File: src/core/hbridge_map.vh
`ifndef HBRIDGE_MAP_VH
`define HBRIDGE_MAP_VH
// =====================================================================
// register map (word offsets are byte addresses, 32-bit data)
`define CTRL_OFS        8'h00
`define CFG_OFS         8'h04
`define STATUS_OFS      8'h08
`define MODE_OFS        8'h0c
// control register fields
`define CTRL_OUT_EN     0
`define CTRL_SDIR_A     1
`define CTRL_SDIR_B     2
`define CTRL_HALF       3
`define CTRL_SRC_SER    4
`define CTRL_RESET      5'h00
// configuration register fields
`define CFG_SLEW_LSB    0
`define CFG_ILIM_LSB    4
`define SLEW_DEFAULT    3'h3
`define ILIM_DEFAULT    2'h1
// status flag positions
`define ST_CP_UV        0
`define ST_OV           1
`define ST_UV           2
`define ST_SHG_A        3
`define ST_SHP_A        4
`define ST_SHG_B        5
`define ST_SHP_B        6
`define ST_OPEN         7
`define ST_TWARN        8
`define ST_OT           9
`define ST_BITS         10
// operating modes
`define MODE_SLEEP      2'h0
`define MODE_STANDBY    2'h1
`define MODE_NORMAL     2'h2
`define MODE_FAULT      2'h3
// timing: minimum low time of the fault output at power-up
`define PO_NS           1000
`define CLK_NS          100
`define PO_CYCLES       ((`PO_NS + `CLK_NS - 1) / `CLK_NS)
// current-limit chopping periods in cycles
`define CHOP_PERIOD     8'h20
`define CHOP_PERIOD_HOT 8'h80
`endif

File: src/core/chop_pwm.v
`timescale 1ns/1ns
`include "hbridge_map.vh"
// =====================================================================
// current-limit chopper: on overload, outputs stay off for the rest of
// the current period; a hot die stretches the period
module chop_pwm (
    input wire clk_i,         // system clock
    input wire resetn_i,      // async reset, active low
    input wire run_i,         // chopper active
    input wire over_limit_i,  // high-side current above limit
    input wire hot_i,         // thermal warning present
    output reg chop_off_o     // force outputs off this cycle
);
    reg [7:0] cnt_reg;
    wire [7:0] period = hot_i ? `CHOP_PERIOD_HOT : `CHOP_PERIOD;

    // period counter; chop latched until period wraps
    always @(posedge clk_i or negedge resetn_i) begin
        if (!resetn_i) begin
            cnt_reg <= 8'h00;
            chop_off_o <= 1'b0;
        end else if (!run_i) begin
            cnt_reg <= 8'h00;
            chop_off_o <= 1'b0;
        end else begin
            if (cnt_reg >= period - 8'h01) begin
                cnt_reg <= 8'h00;
                chop_off_o <= 1'b0;
            end else begin
                cnt_reg <= cnt_reg + 8'h01;
                if (over_limit_i)
                    chop_off_o <= 1'b1;
            end
        end
    end
endmodule // chop_pwm

File: src/core/hbridge_mode_fault_supervisor.v
// Operation
// - sleep disables every internal function; the bus still answers and control and config keep their values
// - standby runs logic, outputs high impedance
// - normal mode; any fault enters fault mode
// - fault mode forces outputs off unless braking on overvoltage, flag low
// - wake edge powers up only above supply threshold
// - defaults 2.0 V/us slew, 7.0 A limit
// - slew rate has eight serial settings
// - current limit has four serial levels
// - overcurrent short shuts down immediately
// - high-side sense chops output above limit
// - thermal warning flag readable serially
// - thermal stress lowers chopping frequency
// - overtemperature disables outputs
// - full-bridge overvoltage brakes high side, flags
// - short, overtemp, undervoltage report and disable
// - pins and serial bits steer bridge outputs
// - serial selects half/full bridge, output enable
// - separate flags for every diagnostic
// - wake pin low: outputs off, flag low
// - power-up flag held minimum, then charge pump ok
// - clear by write, inhibit fall, wake rise
`timescale 1ns/1ns
`include "hbridge_map.vh"
module hbridge_mode_fault_supervisor #(
    parameter PO_CYC = `PO_CYCLES   // power-up minimum flag cycles
) (
    input wire clk_i,                        // system clock, 10 MHz
    input wire resetn_i,                     // async reset, active low
    input wire [3:0] avs_address_i,          // word address
    input wire avs_read_i,                   // read strobe
    input wire avs_write_i,                  // write strobe
    input wire [31:0] avs_writedata_i,       // write data
    input wire [3:0] avs_byteenable_i,       // byte enables
    output reg [31:0] avs_readdata_o,        // read data
    output reg avs_waitrequest_o,            // wait request
    input wire device_wake_pin_i,            // wake / enable pin
    input wire output_inhibit_pin_i,         // disable pin
    input wire direction_input_a_i,          // parallel direction a
    input wire direction_input_b_i,          // parallel direction b
    input wire main_supply_ok_i,             // main supply above threshold
    input wire charge_pump_ok_i,             // charge pump above uv level
    input wire [`ST_BITS-1:0] fault_det_i,   // live protection detectors
    input wire over_limit_i,                 // current above selected limit
    output reg bridge_output_a_o,            // high-side a on (else low-side)
    output reg bridge_output_b_o,            // high-side b on (else low-side)
    output reg bridge_output_a_en_o,         // output a driven
    output reg bridge_output_b_en_o,         // output b driven
    output reg fault_flag_n_o,               // fault status, active low
    output reg [2:0] slew_sel_o,             // selected slew rate
    output reg [1:0] ilim_sel_o,             // selected current limit
    output reg [1:0] mode_o,                 // operating mode
    output reg regulator_on_o                // internal regulators enabled
);
    // =================================================================
    // state
    reg [4:0] ctrl_reg;
    reg [`ST_BITS-1:0] status_reg;
    reg [1:0] mode_reg;
    reg [1:0] mode_next;
    reg wake_d_reg;
    reg inh_d_reg;
    reg [7:0] po_cnt_reg;
    reg status_wr_reg;
    wire chop_off;

    wire wake_rise = device_wake_pin_i & ~wake_d_reg;
    wire inh_fall = ~output_inhibit_pin_i & inh_d_reg;
    wire clr_evt = status_wr_reg | inh_fall | wake_rise;
    // hard faults: shorts, overtemp, supply undervoltage, charge pump
    wire [`ST_BITS-1:0] hard_mask = (10'h001 << `ST_CP_UV) | (10'h001 << `ST_UV)
        | (10'h001 << `ST_SHG_A) | (10'h001 << `ST_SHP_A)
        | (10'h001 << `ST_SHG_B) | (10'h001 << `ST_SHP_B)
        | (10'h001 << `ST_OT);
    wire hard_now = |(fault_det_i & hard_mask);
    wire ov_now = fault_det_i[`ST_OV];
    wire any_latched = |(status_reg & ~(10'h001 << `ST_TWARN));
    wire po_done = (po_cnt_reg >= PO_CYC[7:0]);

    // =================================================================
    // avalon slave: one wait cycle, answer on second edge
    always @(posedge clk_i or negedge resetn_i) begin
        if (!resetn_i) begin
            avs_waitrequest_o <= 1'b1;
            avs_readdata_o <= 32'h0;
            ctrl_reg <= `CTRL_RESET;
            slew_sel_o <= `SLEW_DEFAULT;
            ilim_sel_o <= `ILIM_DEFAULT;
            status_wr_reg <= 1'b0;
        end else begin
            status_wr_reg <= 1'b0;
            if ((avs_read_i | avs_write_i) & avs_waitrequest_o) begin
                avs_waitrequest_o <= 1'b0;
                if (avs_write_i & avs_byteenable_i[0]) begin
                    case ({avs_address_i, 2'b00})
                        `CTRL_OFS: ctrl_reg <= avs_writedata_i[4:0];
                        `CFG_OFS: begin
                            slew_sel_o <= avs_writedata_i[`CFG_SLEW_LSB+2:`CFG_SLEW_LSB];
                            ilim_sel_o <= avs_writedata_i[`CFG_ILIM_LSB+1:`CFG_ILIM_LSB];
                        end
                        `STATUS_OFS: status_wr_reg <= 1'b1;
                        default: ;
                    endcase
                end
                case ({avs_address_i, 2'b00})
                    `CTRL_OFS: avs_readdata_o <= {27'h0, ctrl_reg};
                    `CFG_OFS: avs_readdata_o <= {26'h0, ilim_sel_o, 1'b0, slew_sel_o};
                    `STATUS_OFS: avs_readdata_o <= {22'h0, status_reg};
                    `MODE_OFS: avs_readdata_o <= {30'h0, mode_reg};
                    default: avs_readdata_o <= 32'h0;
                endcase
            end else begin
                avs_waitrequest_o <= 1'b1;
            end
        end
    end

    // =================================================================
    // pin edge history
    always @(posedge clk_i or negedge resetn_i) begin
        if (!resetn_i) begin
            wake_d_reg <= 1'b0;
            inh_d_reg <= 1'b1;
        end else begin
            wake_d_reg <= device_wake_pin_i;
            inh_d_reg <= output_inhibit_pin_i;
        end
    end

    // =================================================================
    // sticky status: a live fault wins over a clear in the same cycle
    always @(posedge clk_i or negedge resetn_i) begin
        if (!resetn_i) begin
            status_reg <= {`ST_BITS{1'b0}};
        end else if (mode_reg == `MODE_SLEEP) begin
            status_reg <= {`ST_BITS{1'b0}};
        end else begin
            status_reg <= (clr_evt ? {`ST_BITS{1'b0}} : status_reg) | fault_det_i;
        end
    end

    // =================================================================
    // power-up minimum hold of the fault output
    always @(posedge clk_i or negedge resetn_i) begin
        if (!resetn_i)
            po_cnt_reg <= 8'h00;
        else if (mode_reg == `MODE_SLEEP)
            po_cnt_reg <= 8'h00;
        else if (!po_done)
            po_cnt_reg <= po_cnt_reg + 8'h01;
    end

    // =================================================================
    // mode machine
    always @* begin
        mode_next = mode_reg;
        case (mode_reg)
            `MODE_SLEEP:
                if (wake_rise & main_supply_ok_i)
                    mode_next = `MODE_STANDBY;
            `MODE_STANDBY:
                if (!device_wake_pin_i)
                    mode_next = `MODE_SLEEP;
                else if (po_done & charge_pump_ok_i & ~any_latched)
                    mode_next = `MODE_NORMAL;
            `MODE_NORMAL:
                if (!device_wake_pin_i)
                    mode_next = `MODE_SLEEP;
                else if (hard_now | ov_now | any_latched)
                    mode_next = `MODE_FAULT;
            `MODE_FAULT:
                if (!device_wake_pin_i)
                    mode_next = `MODE_SLEEP;
                else if (clr_evt & ~hard_now & ~ov_now)
                    mode_next = `MODE_NORMAL;
            default: mode_next = `MODE_SLEEP;
        endcase
    end

    always @(posedge clk_i or negedge resetn_i) begin
        if (!resetn_i)
            mode_reg <= `MODE_SLEEP;
        else
            mode_reg <= mode_next;
    end

    chop_pwm u_chop (
        .clk_i(clk_i),
        .resetn_i(resetn_i),
        .run_i(mode_reg == `MODE_NORMAL),
        .over_limit_i(over_limit_i),
        .hot_i(fault_det_i[`ST_TWARN]),
        .chop_off_o(chop_off)
    );

    // =================================================================
    // output steering; all outputs registered
    reg dir_a;
    reg dir_b;
    reg drive;
    reg brake;
    reg half;
    always @* begin
        dir_a = ctrl_reg[`CTRL_SRC_SER] ? ctrl_reg[`CTRL_SDIR_A] : direction_input_a_i;
        dir_b = ctrl_reg[`CTRL_SRC_SER] ? ctrl_reg[`CTRL_SDIR_B] : direction_input_b_i;
        half = ctrl_reg[`CTRL_HALF];
        drive = (mode_reg == `MODE_NORMAL) & device_wake_pin_i & ~output_inhibit_pin_i
            & ctrl_reg[`CTRL_OUT_EN] & ~hard_now & ~chop_off;
        // overvoltage brakes only in full-bridge mode; half-bridge just stops
        brake = (mode_reg == `MODE_FAULT) & ov_now & ~half & ~hard_now
            & device_wake_pin_i;
    end

    always @(posedge clk_i or negedge resetn_i) begin
        if (!resetn_i) begin
            bridge_output_a_o <= 1'b0;
            bridge_output_b_o <= 1'b0;
            bridge_output_a_en_o <= 1'b0;
            bridge_output_b_en_o <= 1'b0;
            fault_flag_n_o <= 1'b0;
            mode_o <= `MODE_SLEEP;
            regulator_on_o <= 1'b0;
        end else begin
            mode_o <= mode_reg;
            regulator_on_o <= (mode_next != `MODE_SLEEP);
            if (brake) begin
                bridge_output_a_o <= 1'b1;
                bridge_output_b_o <= 1'b1;
                bridge_output_a_en_o <= 1'b1;
                bridge_output_b_en_o <= 1'b1;
            end else begin
                // standby, sleep and fault keep both outputs off
                bridge_output_a_o <= dir_a;
                bridge_output_b_o <= dir_b;
                bridge_output_a_en_o <= drive;
                bridge_output_b_en_o <= drive & ~half;
            end
            // flag low in fault, sleep, power-up, or inhibit high
            fault_flag_n_o <= (mode_reg == `MODE_NORMAL) & po_done & charge_pump_ok_i
                & ~any_latched & ~output_inhibit_pin_i & device_wake_pin_i;
        end
    end
endmodule // hbridge_mode_fault_supervisor

File: config.mk
export PLATFORM = sky130hd
export DESIGN_NAME = hbridge_mode_fault_supervisor
export DESIGN_NICKNAME = d
export VERILOG_FILES = /design/src/core/chop_pwm.v /design/src/core/hbridge_mode_fault_supervisor.v
export VERILOG_INCLUDE_DIRS = /design/src /design/src/core
export SDC_FILE = /design/constraint.sdc
export NUM_CORES = 1
export LEC_CHECK = 0
export BUFFER_PORTS_ARGS = -buffer_cell sky130_fd_sc_hd__buf_2
export CORE_AREA = 2 2 79 81
export DETAILED_ROUTE_END_ITERATION = 8
export DIE_AREA = 0 0 81 83
export PLACE_DENSITY_LB_ADDON = 0.08
export SYNTH_ARGS = -nofsm -noshare
export SYNTH_HDL_FRONTEND = slang
export SYNTH_SLANG_ARGS = --single-unit
File: constraint.sdc
create_clock -name clk_i -period 1.8 [get_ports clk_i]
set_input_delay 0.09 -clock clk_i [delete_from_list [all_inputs] [get_ports clk_i]]
set_output_delay 0.09 -clock clk_i [all_outputs]
set_load 0.01 [all_outputs]
Word level (Yosys, flattened, before mapping) --
Index checks and enable logic that the tools add are counted.
Storage, ports and cells: flip-flop bits (word level) 83, bits of input ports 61
Cells by class: $lt $le $gt $ge 2, eq/ne operators 8, mux-type cells 29, reductions and logical operators 7, $add $sub $neg 3, bitwise gates (word level) 37
Operators with widths (count):
- $mux W8 | 5
- $pmux W10 S4 | 1
- $and A1 B1 Y1 | 24
- $mux W10 | 2
- $add A8 B1 Y8 const B | 2
- $mux W2 | 7
- $mux W1 | 13
- $or A10 B10 Y10 | 1
- $reduce_or A9 Y1 | 1
- $eq A4 B2 Y1 const B | 2
- $ge A8 B4 Y1 const B | 1
- $ge A8 B8 Y1 | 1
- $pmux W2 S4 | 1
- $sub A8 B1 Y8 const B | 1
- $not A1 Y1 | 7
- $reduce_or A7 Y1 | 1
- $reduce_and A3 Y1 | 2
- $or A1 B1 Y1 | 5
- $eq A2 B2 Y1 const B | 2
- $eq A4 B1 Y1 const B | 1
- $logic_not A4 Y1 | 1
- $ne A3 B3 Y1 const B | 1
- $eq A2 B1 Y1 const B | 1
- $logic_not A2 Y1 | 1
- other kinds (2) | 2

Longest topological paths before layout --
depth after elaboration 10, gate-level depth with buffers 6

Hierarchy --
A second synthesis with hierarchy kept.
Second synthesis, totals: cell total of the unflattened synthesis 242, area total of the unflattened synthesis 2801.4 um2
Modules (own cells, without submodules):
- hbridge_mode_fault_supervisor | area an instance 2356.0 um2, seq. area each 1307.5 um2, times used 1, cells each 200
- chop_pwm | area an instance 445.4 um2, seq. area each 225.2 um2, times used 1, cells each 42

Least setup slack after synthesis --
Ideal clock, no wire load.
kind register -> register, start point reg status_reg[3], end point reg mode_reg[0], slack 0.271 ns, path buffers 0, cell stages (with the launch flop) 5, arrival time 1.409 ns, setup time 0.120 ns, cells stage by stage dfrtp_1 nor4_1 o2111ai_2 or2_2 a41o_1
Between the ends: cells in the longest elaborated chain, start to end 6
Ends and longest elaborated chain:
- from (decl) | RTL line hbridge_mode_fault_supervisor.v:58 | reg [`ST_BITS-1:0] status_reg;
- from (signal assigned) | RTL line hbridge_mode_fault_supervisor.v:134 | status_reg <= {`ST_BITS{1'b0}};
- from (signal assigned) | RTL line hbridge_mode_fault_supervisor.v:136 | status_reg <= {`ST_BITS{1'b0}};
- from (signal assigned) | RTL line hbridge_mode_fault_supervisor.v:138 | status_reg <= (clr_evt ? {`ST_BITS{1'b0}} : status_reg) | fault_det_i;
- $reduce_or A9 Y1 (*) | RTL line hbridge_mode_fault_supervisor.v:77 | wire any_latched = |(status_reg & ~(10'h001 << `ST_TWARN));
- $not A1 Y1 | RTL line hbridge_mode_fault_supervisor.v:164 | else if (po_done & charge_pump_ok_i & ~any_latched)
- $and A1 B1 Y1 | RTL line hbridge_mode_fault_supervisor.v:164
- $mux W2 | RTL line hbridge_mode_fault_supervisor.v:164
- $mux W2 | RTL line hbridge_mode_fault_supervisor.v:162 | if (!device_wake_pin_i)
- $pmux W2 S4 (*) | RTL line hbridge_mode_fault_supervisor.v:157 | case (mode_reg)
- net mode_next[0] | RTL line hbridge_mode_fault_supervisor.v:60 | reg [1:0] mode_next;
- to (signal assigned) | RTL line hbridge_mode_fault_supervisor.v:182 | mode_reg <= `MODE_SLEEP;
- to (signal assigned) | RTL line hbridge_mode_fault_supervisor.v:184 | mode_reg <= mode_next;
- to (decl) | RTL line hbridge_mode_fault_supervisor.v:59 | reg [1:0] mode_reg;
Mark *: on every way through the listed nets, which the timed path passes. The rest lies on a longest branch. A chain may end at the register's enable or synchronous reset.

Final worst setup path --
start point in fault_det_i[2], end point reg mode_reg[0]
Between the ends: cells in the longest elaborated chain, start to end 7
Ends and longest elaborated chain:
- from (decl) | RTL line hbridge_mode_fault_supervisor.v:43 | input wire [`ST_BITS-1:0] fault_det_i,
- $reduce_or A7 Y1 (*) | RTL line hbridge_mode_fault_supervisor.v:75 | wire hard_now = |(fault_det_i & hard_mask);
- $not A1 Y1 | RTL line hbridge_mode_fault_supervisor.v:174 | else if (clr_evt & ~hard_now & ~ov_now)
- $and A1 B1 Y1 (2 in a row) | RTL line hbridge_mode_fault_supervisor.v:174
- $mux W2 | RTL line hbridge_mode_fault_supervisor.v:174
- $mux W2 | RTL line hbridge_mode_fault_supervisor.v:172 | if (!device_wake_pin_i)
- $pmux W2 S4 (*) | RTL line hbridge_mode_fault_supervisor.v:157
- net mode_next[0] | RTL line hbridge_mode_fault_supervisor.v:60
Marks and branches as above.

==> key figures <==
Yosys
  – Post-synthesis adder-cell area fraction: 2.244%
  – Post-synthesis cell area: 2788 µm²
  – Main combinational cell family by area after synthesis: simple AND/OR/NAND/NOR gates
  – Post-synthesis mux area share: 7.451%
  – XOR/XNOR Fraction of Synth Area: 2.199%
  – Avg Cell Area, Syn: 11.42 µm²
  – Yosys reg bits: 61
  – Netlist cell types: 43
  – Post-synth EDFFs: 0
  – Synth Area in Compound Gates: 9.560%
  – Ys flop type: dfrtp_1
  – Seq/Total Area, Yosys: 54.98%
  – Warnings from Yosys: 0
  – Cell count after synthesis: 244
  – Asr flop ratio synth: 100.0%
  – Area share of and/or/nand/nor cells after synthesis: 15.80%

Die
  – Die ar.: 6723 µm²
  – Row Count: 28
  – Top-Level Pins: 107
  – Core box area: 5816 µm²
  – Die X: 81 µm
  – Die height: 83 µm
  – Starting density of the core: 47.93%

Global routing
  – First-pass GRT wire length: 9.556 mm
  – Vias in the first global route: 1,923
  – Largest net degree at the start of global routing: 42
  – GR Overflow Total: 0
  – Global Route Usage Sum: 18.81%
  – Initial antenna violation count: 0

Route
  – Residual DRC: 0
  – Initial drt markers: 99
  – Routed Antenna Nets: 0
  – Routed wire length: 5.788 mm
  – Vias post-DR: 2,034
  – Post-DR vias/cell: 5.022
  – Drt pass-1 iters: 4
  – WL/cell: 14.29 µm

Clocking
  – CTS Root Cell: clkbuf_8
  – Clk buf depth: 2
  – CTS tree: built
  – Post-CTS setup buffer count: 0
  – Clk slew on worst S/H paths: 0.07 ns
  – Worst skew pair latency: 0.33 ns
  – Num Clock Sinks: 61
  – Total CTS buffers: 9
  – H-tree levels: 3

Setup path
  – CP Launch Type: input pin
  – Crit. Startpoint: fault_det_i[2]
  – Critical path class: in -> reg
  – R2R Setup Slk: 0.12 ns
  – Crit Reg-Reg Endpoint: mode_reg[0]
  – Critical Path Fanout Max: 4
  – Crit path capture type: flop
  – Reg2Reg Depth: 6
  – CP arrival: 1.97 ns
  – CP required: 2.03 ns
  – Worst reg2reg path startpoint: po_cnt_reg[0]

Worst hold path
  – HP Start: fault_det_i[9]
  – WHS Endpoint: status_reg[9]
  – Hold Path Depth: 3
  – Hold WC Path Type: in -> reg

Finish
  – Share of cells above drive strength 1: 30.30%
  – # diodes: 0
  – Final Non-Filler Cells: 405
  – Area taken by multi-input logic gates: 1121 µm²
  – Commonest non-fill, non-tap cells in the layout: dfrtp_1, buf_2, nor2_1
  – # fillers: 523
  – Most common cell after layout, fill and taps aside: dfrtp_1
  – Register area: 1533 µm²
  – # nets final: 391
  – Synthesis-to-layout area growth: 23.07%

STA
  – Worst Hold Margin: 0.009454 ns
  – Slew @ Worst Pin: 0.5179 ns
  – F_max: 572.1 MHz
  – Max-slew violation count: 0
  – Slew headroom: 65.15%
  – Tcrit/Tclk final: 97.12%
  – Final min period: 1.748 ns
  – Setup tns final: 0 ns
  – RSZ-0062 raised after global routing: no
  – Clock skew: 0.005734 ns
  – Final setup violation count: 0
  – Final Hold Violating Endpoints: 0
  – Worst setup margin: 0.05193 ns

Pwr
  – Maximum VDD drop: 0.5782 mV
  – P per Cell Area: 863.5 nW/µm²
  – Power Total: 0.002962 W
  – Leakage: 1.720 nW

Placement
  – Worst slack at placement: 0.1170 ns
  – Post-Place Cells: 375
  – HPWL Detailed: 4.206 mm
  – Gp weighted congestion: 0.7331
  – Port Buffers: 55

Status
  – Status: complete, no violations

Job
  – Max-cap violations: 0
[worst max-delay path, cell delays in order]
cell	delay, ns
dlygate4sd3_1	0.52
buf_2	0.13
or4_4	0.52
nor4_4	0.31
nand4bb_1	0.15
a41o_1	0.25
[cell type report]
type | instances | area share, %
timing repair buffer | 77 | 14.22
clock inverter | 2 | 0.2918
inverter | 6 | 0.6565
multi-input combinational | 170 | 32.68
sequential | 61 | 44.68
tap | 75 | 2.735
clock buffer | 14 | 4.741
[worst max-delay path by stage]
stage / endpoint / slack, ns / cells past startpoint
2_1_floorplan: mode_reg[0] / 0.27 / 4
3_3_place_gp: mode_reg[0] / 0.12 / 5
3_5_place_dp: mode_reg[0] / 0.12 / 6
4_1_cts: mode_reg[0] / 0.09 / 6
5_1_grt: mode_reg[0] / 0.02 / 6
6_report: mode_reg[0] / 0.05 / 6
[repair_timing]
action,4_1_cts,5_1_grt
gates resized for setup,0,0
hold buffers,13,1
hold endpoints to repair,33,1
[cells in the mapped netlist, drive strengths merged, types with 2 or more instances]
cell | number | area share (%)
a21oi | 11 | 2.0
a22o | 9 | 2.8
a31oi | 3 | 0.67
and3 | 2 | 0.45
buf | 24 | 6.3
clkbuf | 4 | 0.54
dfrtp | 56 | 50
dfstp | 5 | 4.7
ha | 5 | 2.2
inv | 6 | 0.81
mux2 | 10 | 4.0
mux2i | 5 | 1.8
mux4 | 2 | 1.6
nand2 | 12 | 1.6
nand3 | 7 | 1.3
nand4bb | 2 | 0.81
nor2 | 30 | 4.0
nor2b | 8 | 1.8
nor3 | 5 | 1.3
nor3b | 2 | 0.54
nor4 | 3 | 1.2
nor4b | 2 | 0.63
o21ai | 8 | 1.4
o31ai | 2 | 0.54
or4 | 2 | 0.81
xnor2 | 2 | 0.63
xor2 | 5 | 1.6
[through the flow]
step                      instance area (µm²)  util (%)
after global placement                   3118     53.61
after floorplan                          2867         -
after detailed placement                 3118     53.61
after CTS                                3421     58.82
final                                    3431     58.99
after global routing                     3431     58.99
[power breakdown]
group,total (W),internal [W],switching [W]
registers,0.00152,0.00146,0.0000599
logic,0.000374,0.000176,0.000198
clock network,0.00107,0.000572,0.000499
total,0.00296,0.00221,0.000757
[kinds of logic (layout without fill, tap and decap cells)]
kind of cell,after synthesis,in the layout
AO/OA/AOI/OAI,39,39
XOR/XNOR,7,7
adder cells (fa/ha/maj),5,5
buffers and inverters,34,99
flip-flops,61,61
multiplexers,17,17
other,1,22
AND/OR/NAND/NOR,80,80
[per-layer routing]
layer / track usage, % / wire length, µm
met5: 0 / 0
met4: 5.547 / 73
met3: 5.870 / 308
met2: 26.15 / 2564
met1: 28.17 / 2842
Note: power is estimated with default switching activity, not from simulation.
